File: src/bto_defines.svh
// Constants for the bridge transaction ordering block
`ifndef BTO_DEFINES_SVH
`define BTO_DEFINES_SVH

// Queue geometry per direction
`define BTO_DIRS        2
`define BTO_DEPTH       4
`define BTO_IDX_W       2
`define BTO_CNT_W       3

// Issue buffer geometry
`define BTO_SKID_DEPTH  2
`define BTO_SKID_CNT_W  2

// Field widths
`define BTO_DATA_W      32
`define BTO_ADDR_W      32
`define BTO_CMD_W       4
`define BTO_STAMP_W     8

// Bus command codes that are writes
`define BTO_CMD_IO_WR   4'h3
`define BTO_CMD_MEM_WR  4'h7
`define BTO_CMD_CFG_WR  4'hB
`define BTO_CMD_MWI     4'hF

`endif

File: src/bto_pkg.sv
// Types shared by the bridge transaction ordering block
package bto_pkg;
`include "bto_defines.svh"

	// Transaction classes held in the ordering queues
	typedef enum logic [2:0] {
		cls_posted_write,
		cls_delayed_read_request,
		cls_delayed_write_request,
		cls_delayed_read_completion,
		cls_delayed_write_completion
	} bto_cls_e;

	// Completion status returned by the target
	typedef enum logic [1:0] {
		sts_normal,
		sts_master_abort,
		sts_target_abort,
		sts_parity_error
	} bto_sts_e;

	typedef logic [`BTO_IDX_W-1:0]   bto_idx_t;
	typedef logic [`BTO_CNT_W-1:0]   bto_cnt_t;
	typedef logic [`BTO_STAMP_W-1:0] bto_stamp_t;
	typedef logic [`BTO_DATA_W-1:0]  bto_word_t;
	typedef logic [`BTO_ADDR_W-1:0]  bto_addr_t;
	typedef logic [`BTO_CMD_W-1:0]   bto_cmd_t;

	// Transaction accepted on the originating bus
	typedef struct packed {
		bto_cmd_t  cmd;
		bto_addr_t addr;
		bto_word_t data;
	} bto_txn_s;

	// Queue entry, also the word handed to the far bus
	typedef struct packed {
		bto_cls_e   cls;
		bto_cmd_t   cmd;
		bto_addr_t  addr;
		bto_word_t  data;
		bto_sts_e   sts;
		bto_stamp_t stamp;
		logic       tried;
	} bto_ent_s;

	// Outcome of one attempt on the far bus
	typedef struct packed {
		logic      retry;
		bto_sts_e  sts;
		bto_word_t data;
	} bto_res_s;

	// State of one direction's ordering queue
	typedef struct packed {
		bto_ent_s [`BTO_DEPTH-1:0] ent;
		bto_cnt_t                  cnt;
		logic                      inflight;
		bto_idx_t                  infl_idx;
		logic                      pref_delayed;
		bto_stamp_t                stamp;
		logic                      acc_ready;
		logic                      pw_pending;
		bto_cnt_t                  level;
	} bto_dq_s;

	typedef struct packed {
		bto_dq_s [`BTO_DIRS-1:0] q;
	} bto_top_s;

	typedef struct packed {
		bto_ent_s [`BTO_SKID_DEPTH-1:0] ent;
		logic [`BTO_SKID_CNT_W-1:0]     cnt;
		logic                           vld;
	} bto_skid_s;

endpackage

File: src/bto_skid.sv
// Two-entry issue buffer with valid and ready on both sides
`timescale 1ns/100ps
`include "bto_defines.svh"

module bto_skid
	import bto_pkg::*;
(
	input  logic     mclk,
	input  logic     reset,
	input  logic     in_valid,
	input  bto_ent_s in_ent,
	output logic     in_ready,
	output logic     out_valid,
	output bto_ent_s out_ent,
	input  logic     out_ready
);

	bto_skid_s st_reg;
	bto_skid_s st_next;

	// Room is judged on the stored count, so a full buffer stalls the source
	assign in_ready  = (st_reg.cnt != `BTO_SKID_CNT_W'(`BTO_SKID_DEPTH));
	assign out_valid = st_reg.vld;
	assign out_ent   = st_reg.ent[0];

	// Pop from the head first, then append behind what remains
	always_comb begin
		st_next = st_reg;
		if (st_reg.vld && out_ready) begin
			st_next.ent[0] = st_reg.ent[1];
			st_next.ent[1] = '0;
			st_next.cnt    = st_reg.cnt - 1'b1;
		end
		if (in_valid && in_ready) begin
			st_next.ent[st_next.cnt[0]] = in_ent;
			st_next.cnt                 = st_next.cnt + 1'b1;
		end
		st_next.vld = (st_next.cnt != '0);
	end

	// State register
	always_ff @(posedge mclk) begin
		if (reset) begin
			st_reg <= '0;
		end else begin
			st_reg <= st_next;
		end
	end

endmodule

File: src/bto_pick.sv
// Ordering decision: which queue entry may be attempted next
`timescale 1ns/100ps
`include "bto_defines.svh"

module bto_pick
	import bto_pkg::*;
(
	input  bto_ent_s [`BTO_DEPTH-1:0] ent,
	input  bto_cnt_t                  cnt,
	input  logic                      room_other,
	input  logic                      pref_delayed,
	output logic                      ok,
	output bto_idx_t                  idx
);

	logic     pw_ok;
	logic     cp_ok;
	logic     rq_ok;
	logic     seen_pw;
	bto_idx_t pw_idx;
	bto_idx_t cp_idx;
	bto_idx_t rq_idx;

	// Walk from oldest to youngest; anything behind a posted write waits
	always_comb begin
		pw_ok   = 1'b0;
		cp_ok   = 1'b0;
		rq_ok   = 1'b0;
		seen_pw = 1'b0;
		pw_idx  = '0;
		cp_idx  = '0;
		rq_idx  = '0;
		ok      = 1'b0;
		idx     = '0;
		for (int i = 0; i < `BTO_DEPTH; i++) begin
			if (bto_cnt_t'(i) < cnt) begin
				case (ent[i].cls)
					cls_posted_write: begin
						if (!seen_pw) begin
							pw_ok  = 1'b1;
							pw_idx = bto_idx_t'(i);
						end
						seen_pw = 1'b1;
					end
					cls_delayed_read_completion,
					cls_delayed_write_completion: begin
						if (!seen_pw && !cp_ok) begin
							cp_ok  = 1'b1;
							cp_idx = bto_idx_t'(i);
						end
					end
					cls_delayed_read_request,
					cls_delayed_write_request: begin
						if (!seen_pw && !rq_ok && room_other) begin
							rq_ok  = 1'b1;
							rq_idx = bto_idx_t'(i);
						end
					end
					default: begin
					end
				endcase
			end
		end
		// Completions go ahead of requests; posted writes alternate with both
		if (pw_ok && (!(cp_ok || rq_ok) || !pref_delayed)) begin
			ok  = 1'b1;
			idx = pw_idx;
		end else if (cp_ok) begin
			ok  = 1'b1;
			idx = cp_idx;
		end else if (rq_ok) begin
			ok  = 1'b1;
			idx = rq_idx;
		end
	end

endmodule

File: src/bto_top.sv
// Transaction ordering queues of a two-direction bridge with delayed transactions
`timescale 1ns/100ps
`include "bto_defines.svh"

// Overview of operation
// - A read completion carries returned data plus target status back to origin.
// - A write completion carries only status back, no data.
// - Posted writes leave in exactly the order they were accepted.
// - A read request never goes ahead of an earlier posted write.
// - A non-postable write request never goes ahead of an earlier posted write.
// - A read completion waits for earlier posted writes in its return direction.
// - A posted write may overtake a blocking delayed request.
// - A posted write may overtake a blocking delayed completion.
// - A delayed completion may overtake an earlier delayed request.
// - Posted writes get fair turns while delayed requests are being retried.
// - Delayed requests stay in order among themselves here.
// - Requests do not pass eligible completions here; either choice is allowed.
// - Delayed completions stay in order among themselves here.
// - A write completion stays behind earlier posted writes here.
// - Untried requests may be dropped; tried ones are retried until done.
// - Memory write and write-and-invalidate are always posted writes.
// - Delayed flow: latch and retry, complete on far bus, master repeats.
module bto_top
	import bto_pkg::*;
(
	input  logic     mclk,
	input  logic     reset,
	input  logic     acc_valid  [`BTO_DIRS],
	input  bto_txn_s acc_txn    [`BTO_DIRS],
	output logic     acc_ready  [`BTO_DIRS],
	input  logic     drop_req   [`BTO_DIRS],
	output logic     iss_valid  [`BTO_DIRS],
	output bto_ent_s iss_ent    [`BTO_DIRS],
	input  logic     iss_ready  [`BTO_DIRS],
	input  logic     res_valid  [`BTO_DIRS],
	input  bto_res_s res        [`BTO_DIRS],
	output logic     pw_pending [`BTO_DIRS],
	output bto_cnt_t q_level    [`BTO_DIRS]
);

	bto_top_s st_reg;
	bto_top_s st_next;
	logic     pick_ok       [`BTO_DIRS];
	bto_idx_t pick_idx      [`BTO_DIRS];
	logic     pick_fire     [`BTO_DIRS];
	bto_ent_s pick_ent      [`BTO_DIRS];
	logic     skid_in_ready [`BTO_DIRS];
	logic     room_other    [`BTO_DIRS];

	// Class of a newly accepted transaction from its bus command
	function automatic bto_cls_e bto_classify(input bto_cmd_t cmd);
		bto_cls_e c;
		case (cmd)
			`BTO_CMD_MEM_WR,
			`BTO_CMD_MWI:    c = cls_posted_write;
			`BTO_CMD_IO_WR,
			`BTO_CMD_CFG_WR: c = cls_delayed_write_request;
			default:         c = cls_delayed_read_request;
		endcase
		return c;
	endfunction

	// True for both kinds of delayed request
	function automatic logic bto_is_req(input bto_cls_e c);
		return (c == cls_delayed_read_request) || (c == cls_delayed_write_request);
	endfunction

	// Remove one entry and close the gap so index keeps meaning age
	function automatic bto_dq_s bto_q_del(input bto_dq_s q, input bto_idx_t idx);
		bto_dq_s r;
		r = q;
		for (int i = 0; i < `BTO_DEPTH - 1; i++) begin
			if (bto_idx_t'(i) >= idx) begin
				r.ent[i] = q.ent[i + 1];
			end
		end
		r.ent[`BTO_DEPTH-1] = '0;
		r.cnt               = q.cnt - 1'b1;
		if (q.inflight && (idx < q.infl_idx)) begin
			r.infl_idx = q.infl_idx - 1'b1;
		end
		return r;
	endfunction

	// Append at the young end with the next acceptance stamp
	function automatic bto_dq_s bto_q_add(input bto_dq_s q, input bto_ent_s e);
		bto_dq_s  r;
		bto_ent_s n;
		r       = q;
		n       = e;
		n.stamp = q.stamp;
		r.ent[q.cnt[`BTO_IDX_W-1:0]] = n;
		r.cnt   = q.cnt + 1'b1;
		r.stamp = q.stamp + 1'b1;
		return r;
	endfunction

	// Per-direction ordering decision and issue buffer
	for (genvar d = 0; d < `BTO_DIRS; d++) begin : g_dir
		// A request reserves one slot in the return queue for its completion
		assign room_other[d] = (st_reg.q[1-d].cnt < bto_cnt_t'(`BTO_DEPTH - 1));
		assign pick_ent[d]   = st_reg.q[d].ent[pick_idx[d]];
		assign pick_fire[d]  = pick_ok[d] && !st_reg.q[d].inflight &&
		                       skid_in_ready[d] && !drop_req[d];
		assign acc_ready[d]  = st_reg.q[d].acc_ready;
		assign pw_pending[d] = st_reg.q[d].pw_pending;
		assign q_level[d]    = st_reg.q[d].level;

		bto_pick u_pick (
			.ent          (st_reg.q[d].ent),
			.cnt          (st_reg.q[d].cnt),
			.room_other   (room_other[d]),
			.pref_delayed (st_reg.q[d].pref_delayed),
			.ok           (pick_ok[d]),
			.idx          (pick_idx[d])
		);

		bto_skid u_skid (
			.mclk      (mclk),
			.reset     (reset),
			.in_valid  (pick_fire[d]),
			.in_ent    (pick_ent[d]),
			.in_ready  (skid_in_ready[d]),
			.out_valid (iss_valid[d]),
			.out_ent   (iss_ent[d]),
			.out_ready (iss_ready[d])
		);
	end

	// Next state of both queues: results and drops, then appends, then issue
	always_comb begin
		bto_ent_s cpl       [`BTO_DIRS];
		logic     cpl_vld   [`BTO_DIRS];
		bto_ent_s cur;
		bto_ent_s nw;
		logic     drop_hit;
		bto_idx_t drop_idx;
		logic     rsv;
		logic     pw_any;
		int       o;
		cur      = '0;
		nw       = '0;
		drop_hit = 1'b0;
		drop_idx = '0;
		rsv      = 1'b0;
		pw_any   = 1'b0;
		o        = 0;
		for (int d = 0; d < `BTO_DIRS; d++) begin
			cpl[d]     = '0;
			cpl_vld[d] = 1'b0;
		end
		st_next = st_reg;

		// Outcome of the attempt in flight, or a drop of an untried request
		for (int d = 0; d < `BTO_DIRS; d++) begin
			o   = `BTO_DIRS - 1 - d;
			cur = st_reg.q[d].ent[st_reg.q[d].infl_idx];
			if (st_reg.q[d].inflight && res_valid[d]) begin
				st_next.q[d].inflight = 1'b0;
				if (res[d].retry) begin
					st_next.q[d].ent[st_reg.q[d].infl_idx].tried = 1'b1;
				end else begin
					if (bto_is_req(cur.cls)) begin
						// Finished on the far bus: becomes a completion heading back
						cpl_vld[o]  = 1'b1;
						cpl[o]      = cur;
						cpl[o].sts  = res[d].sts;
						cpl[o].tried = 1'b0;
						if (cur.cls == cls_delayed_read_request) begin
							cpl[o].cls  = cls_delayed_read_completion;
							cpl[o].data = res[d].data;
						end else begin
							cpl[o].cls  = cls_delayed_write_completion;
							cpl[o].data = '0;
						end
					end
					st_next.q[d] = bto_q_del(st_next.q[d], st_reg.q[d].infl_idx);
				end
			end else if (drop_req[d]) begin
				drop_hit = 1'b0;
				drop_idx = '0;
				for (int i = 0; i < `BTO_DEPTH; i++) begin
					if ((bto_cnt_t'(i) < st_reg.q[d].cnt) &&
					    bto_is_req(st_reg.q[d].ent[i].cls) &&
					    !st_reg.q[d].ent[i].tried &&
					    !(st_reg.q[d].inflight && (st_reg.q[d].infl_idx == bto_idx_t'(i)))) begin
						drop_hit = 1'b1;
						drop_idx = bto_idx_t'(i);
					end
				end
				if (drop_hit) begin
					st_next.q[d] = bto_q_del(st_next.q[d], drop_idx);
				end
			end
		end

		// Completions enter their return queue ahead of same-cycle acceptances
		for (int d = 0; d < `BTO_DIRS; d++) begin
			if (cpl_vld[d]) begin
				st_next.q[d] = bto_q_add(st_next.q[d], cpl[d]);
			end
			if (acc_valid[d] && st_reg.q[d].acc_ready) begin
				nw       = '0;
				nw.cls   = bto_classify(acc_txn[d].cmd);
				nw.cmd   = acc_txn[d].cmd;
				nw.addr  = acc_txn[d].addr;
				nw.data  = acc_txn[d].data;
				nw.sts   = sts_normal;
				st_next.q[d] = bto_q_add(st_next.q[d], nw);
			end
		end

		// Start an attempt and flip the turn between posted and delayed work
		for (int d = 0; d < `BTO_DIRS; d++) begin
			if (pick_fire[d]) begin
				st_next.q[d].inflight     = 1'b1;
				st_next.q[d].infl_idx     = pick_idx[d];
				st_next.q[d].pref_delayed = (pick_ent[d].cls == cls_posted_write);
			end
		end

		// Acceptance room counts the slot reserved for a pending completion
		for (int d = 0; d < `BTO_DIRS; d++) begin
			o      = `BTO_DIRS - 1 - d;
			rsv    = st_next.q[o].inflight &&
			         bto_is_req(st_next.q[o].ent[st_next.q[o].infl_idx].cls);
			pw_any = 1'b0;
			for (int i = 0; i < `BTO_DEPTH; i++) begin
				if ((bto_cnt_t'(i) < st_next.q[d].cnt) &&
				    (st_next.q[d].ent[i].cls == cls_posted_write)) begin
					pw_any = 1'b1;
				end
			end
			st_next.q[d].acc_ready  = ((st_next.q[d].cnt + bto_cnt_t'(rsv)) <
			                           bto_cnt_t'(`BTO_DEPTH));
			st_next.q[d].pw_pending = pw_any;
			st_next.q[d].level      = st_next.q[d].cnt;
		end
	end

	// State register
	always_ff @(posedge mclk) begin
		if (reset) begin
			st_reg <= '0;
		end else begin
			st_reg <= st_next;
		end
	end

endmodule

File: config.mk
export PLATFORM = sky130hd
export DESIGN_NAME = bto_top
export DESIGN_NICKNAME = d
export VERILOG_FILES = /design/src/bto_pkg.sv /design/src/bto_skid.sv /design/src/bto_pick.sv /design/src/bto_top.sv
export VERILOG_INCLUDE_DIRS = /design/src
export SDC_FILE = /design/constraint.sdc
export NUM_CORES = 2
export LEC_CHECK = 0
export ABC_AREA = 1
export BUFFER_PORTS_ARGS = -buffer_cell sky130_fd_sc_hd__clkbuf_2
export CAP_MARGIN = 20
export CORE_MARGIN = 5
export CORE_UTILIZATION = 45
export CTS_CLUSTER_SIZE = 30
export DETAILED_ROUTE_END_ITERATION = 10
export GPL_ROUTABILITY_DRIVEN = 0
export HOLD_SLACK_MARGIN = 0.06
export PLACE_DENSITY = 0.62
export SYNTH_ARGS = -nofsm -noshare
export SYNTH_HDL_FRONTEND = slang
export SYNTH_HIERARCHICAL = 1
export SYNTH_SLANG_ARGS = --single-unit
File: constraint.sdc
create_clock -name mclk -period 4.75 [get_ports mclk]
set_clock_uncertainty 0.2 [all_clocks]
set_input_delay 0.2375 -clock mclk [delete_from_list [all_inputs] [get_ports mclk]]
set_output_delay 0.2375 -clock mclk [all_outputs]
set_load 0.02 [all_outputs]
After elaboration in Yosys (flattened, before gate mapping):

Index checks and enable logic that the tools add are counted.

* bits in registers: 1024
* input port bits: 216
* logic and storage cells: 664

* $add $sub $neg: 18
* $lt $le $gt $ge: 54
* equal/unequal tests: 56
* multiplexer cells: 248
* reduce and logical (&&, ||, !) cells: 186

Operator list (number)
* $mux W348: 10
* $mux W82: 30
* $bwmux W328: 6
* $bmux W82 S2: 6
* $demux W82 S2: 6
* $mux W166: 4
* $mux W328: 2
* $bwmux W164: 2
* $demux W82 S1: 2
* $mux W2: 64
* $mux W1: 104
* $logic_and A1 B1 Y1: 86
* $mux W32: 2
* $eq A3 B2 Y1 const B: 20
* $logic_not A3 Y1: 18
* $logic_not A1 Y1: 42
* $mux W20: 2
* $reduce_or A2 Y1: 20
* $eq A3 B1 Y1 const B: 12
* $add A8 B1 Y8 const B: 4
* $lt A2 B3 Y1 const B: 10
* $eq A3 B3 Y1 const B: 8
* $lt A1 B3 Y1 const A: 8
* $lt A2 B3 Y1 const A: 8
* 25 further kinds: 86

Longest topological paths before layout:

* depth in word-level cells: 38
* gate-level depth with buffers: 36
* gate-level depth less buffers: 32

Hierarchy:

Netlist, hierarchy kept.

Modules (own cells, without submodules)
* bto_top: times used 1, cells an instance 8159, area an instance 50382.1 um2
* bto_skid: times used 2, cells an instance 1428, area an instance 8584.5 um2
* bto_pick: times used 2, cells an instance 96, area an instance 462.9 um2

Worst setup path before layout:

Ideal clock, no wire load.

* kind: reg2reg
* start point: register, netlist name st_reg[14]
* end point: register, netlist name st_reg[270]
* library setup time: 0.086 ns
* arrival time: 4.361 ns
* required time: 4.464 ns
* slack: 0.103 ns
* stages on the path, launching flop included: 28
* cells stage by stage: dfxtp_1 -> buf_2 -> inv_2 -> clkbuf_1 -> buf_1 -> ha_1 -> nand2_1 -> nand2_1 -> nand3b_1 -> nand2_4 -> nor2_1 -> nor2_2 -> nand2_2 -> nand2_1 -> nand2_1 -> nand2_1 -> inv_1 -> ha_1 -> or2_2 -> nand2_1 -> inv_1 -> ha_1 -> nand2_1 -> clkbuf_1 -> clkinv_1 -> clkbuf_1 -> clkbuf_1 -> a211oi_1

==> run_results.csv <==
group,metric,value,unit
run_status,outcome,"completed",
synth,ys.flop_type,"dfxtp_1",
cells_and_area,largest_register_ffs,680,
timing,fin_crit_sh,96.4,%
detailed_routing,drc,0,
synth,synth_edf_count,0,
cells_and_area,drive_gt1_share,8.96,%
placed_design,dp.cells,12800,
worst_setup_path,worstReg2RegStart,"st_reg[14]$_SDFF_PP0_",
min_path,whs_endpoint,"st_reg[127]$_SDFF_PP0_",
worst_setup_path,cp_cell_sequence,"buf_4, nand2_1, nand3_1, nand2_1, nor2_2, nand2_1, nand2_4, buf_4, nand2_4, inv_2, buf_4, o21ai_0, nand3_1, a21oi_1, dlygate4sd3_1",
worst_setup_path,reg2reg_to,"st_reg[492]$_SDFF_PP0_",
cts,clkTransAtPathRegs,0.06,ns
floorplanning,coreArea,152000,sq um
synth,synthCells,11200,
detailed_routing,dr_total_vias,80400,
worst_setup_path,path_class,"reg2reg",
cells_and_area,final_util,51.3,%
worst_setup_path,crit_buf_inv,5,
cells_and_area,areaGrowthSynthToFinish,13.5,%
global_routing,grt_pass1_vias,73500,
floorplanning,die_w,400,um
cts,cts_max_level,3,
timing,tightest_slew,1.28,ns
placed_design,placed_cell_area,70900,sq um
global_routing,track_usage,34.3,%
placed_design,dp.final_hpwl,175,mm
cells_and_area,fin_cells,13300,
synth,yosysMostFrequentCell,"nand2_1",
detailed_routing,viasPerCell,6.05,
floorplanning,io_pins,392,
power_and_ir_drop,power_density,676,nW/um^2
min_path,min_path_type,"in2reg",
worst_setup_path,rrSetupSlack,0.17,ns
timing,setup_viol_count_final,0,
cts,clock_path_buffers,3,
min_path,hold_start,"acc_txn[82]",
timing,hold_violations,0,
synth,seq_area_frac_synth,29.9,%
power_and_ir_drop,p_leak,33.8,nW
detailed_routing,final_antenna_net_count,0,
worst_setup_path,cpPeakStageDelay,0.67,ns
timing,postLayoutSetupSlackWorst,0.173,ns
synth,syn_area_per_cell,6.11,sq um
synth,synth_area,68500,sq um
cts,root_buffer,"clkbuf_16",
synth,synth_commonest_cells,"2475 x nand2_1, 1555 x o21ai_0, 1443 x a21oi_1, 1024 x dfxtp_1, 1005 x nor2_1",
detailed_routing,drt_wl_total,292,mm
synth,yosysTopAreaCell,"dfxtp_1",
global_routing,antenna_found_initial,16,
worst_setup_path,crit_path_start_kind,"flop",
flow_run,cap_violations,0,
worst_setup_path,critPathCaptureType,"flop",
synth,synth.distinct_cells,60,
cells_and_area,nNetsFinal,11400,
detailed_routing,drt-wirelength-per-cell,21.9,um
cells_and_area,design_area,77700,sq um
floorplanning,rows,143,
worst_setup_path,path_max_fanout,53,
synth,ys_ff_latch,1024,
floorplanning,initial_utilization,45.2,%
detailed_routing,drtIter0Drc,9515,
cts,clk_latency,0.78,ns
placed_design,portBuffers,391,
worst_setup_path,rr_worst_depth,15,
timing,layout_min_cycle_time,4.58,ns
min_path,min_path_cells,4,
cts,cts_tree,"built",
power_and_ir_drop,ir_drop,0.551,mV
synth,synth_fp_nets,11500,
worst_setup_path,cp_data_arrival_time,5.03,ns
cts,numCtsBuffers,121,
worst_setup_path,critPathRequiredTime,5.21,ns
worst_setup_path,cp_top_family,"buffers and inverters",
synth,ys_warn_count,6,
worst_setup_path,cp-startpoint,"st_reg[14]$_SDFF_PP0_",
floorplanning,die-height,400,um
synth,synthArstFlopShare,0,%
placed_design,dpl_worst_slack,0.228,ns
floorplanning,dieArea,160000,sq um
timing,finalMaxSlewViolations,0,
global_routing,grt_start_max_net_pins,239,
worst_setup_path,crit_path_top_delay_cell,"buf_4",
global_routing,globalRouteOverflowTotal,0,
global_routing,grt_pass1_wl,436,mm
synth,netlist.area_leader.share,29.9,%
timing,relSlewSlack,14.7,%
cts,cts.sinks,1024,
detailed_routing,dr.pass1.iters,8,
timing,fmax,218,MHz
synth,yosys-top-cells-area,"dfxtp_1 30%, nand2_1 14%, o21ai_0 11%",
## kinds of logic after synthesis
group                      synth area share, %
and+or+nand+nor                           25.8
AOI/OAI and AO/OA                         30.8
buffers and inverters                     12.5
DFF                                       29.9
adders and majority gates                0.658
xor gates and xnor gates                 0.353
## layout make-up
class	count	area [sq um]
well taps	2030	2540
clock buffers	178	3500
inverters	941	3570
diodes	13	32.5
multi-input cells	8145	39700
clock inverters	35	454
fillers	15200	73800
flip-flops and latches	1024	20500
repair buffers	924	7440
## layer usage
metal  wire length, um  global-route usage [%]
met1            113000                    42.9
met2            126000                    53.8
met3             32800                    8.23
met4             19200                    20.2
met5                67                       0
## where the power goes
part	total [W]	switching (W)	leakage, nW	internal (W)
sequential	0.0133	0.00201	8.32	0.0113
clock	0.00954	0.00409	1.94	0.00545
combinational	0.0297	0.0209	23.5	0.00876
## metrics by stage
step / hold WS [ns] / setup TNS (ns) / total power [W]
2_1_floorplan: 0.186 / 0 / 0.0322
3_3_place_gp: 0.282 / 0 / 0.0414
3_5_place_dp: 0.280 / 0 / 0.0419
4_1_cts: 0.0855 / 0 / 0.0518
5_1_grt: 0.135 / -0.0242 / 0.0559
6_report: 0.123 / 0 / 0.0525
## cells in the final DEF (no fill, tap or decap), drive strengths merged, types with 3 or more instances in the layout
cell type | Yosys | final
bufinv | 0 | 7
diode | 0 | 13
xnor2 | 4 | 4
a32oi | 11 | 11
nand4 | 31 | 31
ha | 36 | 36
inv | 926 | 933
a211o | 32 | 32
o21ai | 1575 | 1575
or2 | 8 | 8
a22oi | 10 | 10
a21oi | 1445 | 1445
dlygate4sd3 | 0 | 266
a31oi | 18 | 18
nand3 | 725 | 725
nand3b | 5 | 5
a221oi | 90 | 90
o32ai | 3 | 3
o22ai | 55 | 55
dfxtp | 1024 | 1024
clkbuf | 684 | 567
o211ai | 181 | 181
o221ai | 150 | 150
o31ai | 35 | 35
a311o | 63 | 63
o311ai | 10 | 10
a21boi | 5 | 5
nor3 | 14 | 14
buf | 413 | 269
nor2 | 1035 | 1035
xor2 | 18 | 18
clkinv | 15 | 34
nand2 | 2511 | 2511
a211oi | 66 | 66
## worst register-to-register path: cells and delay by family, from the launching register on
family	cells	cell delay, ns
and+or+nand+nor	8	1.49
AOI/OAI and AO/OA	2	0.25
buffers and inverters	5	2.17
DFF	1	0.36
## timing repair
action                     4_1_cts  5_1_grt
hold endpoints to repair       604        0
hold buffers                   266        0
buffers inserted                 0        2
setup endpoints to repair        0      203
gates resized for setup          0       11
## worst max-delay path by stage
stage | depth (start not counted) | slack [ns] | end
floorplan | 27 | 0.10 | st_reg[270]$_SDFF_PP0_
global placement | 29 | 0.26 | pw_pending[1]$_SDFF_PP0_
detailed placement | 28 | 0.23 | pw_pending[1]$_SDFF_PP0_
CTS | 25 | 0.11 | st_reg[292]$_SDFF_PP0_
global route | 29 | -0.02 | pw_pending[1]$_SDFF_PP0_
finish | 15 | 0.17 | st_reg[492]$_SDFF_PP0_
(Power assumes the default switching activity.)
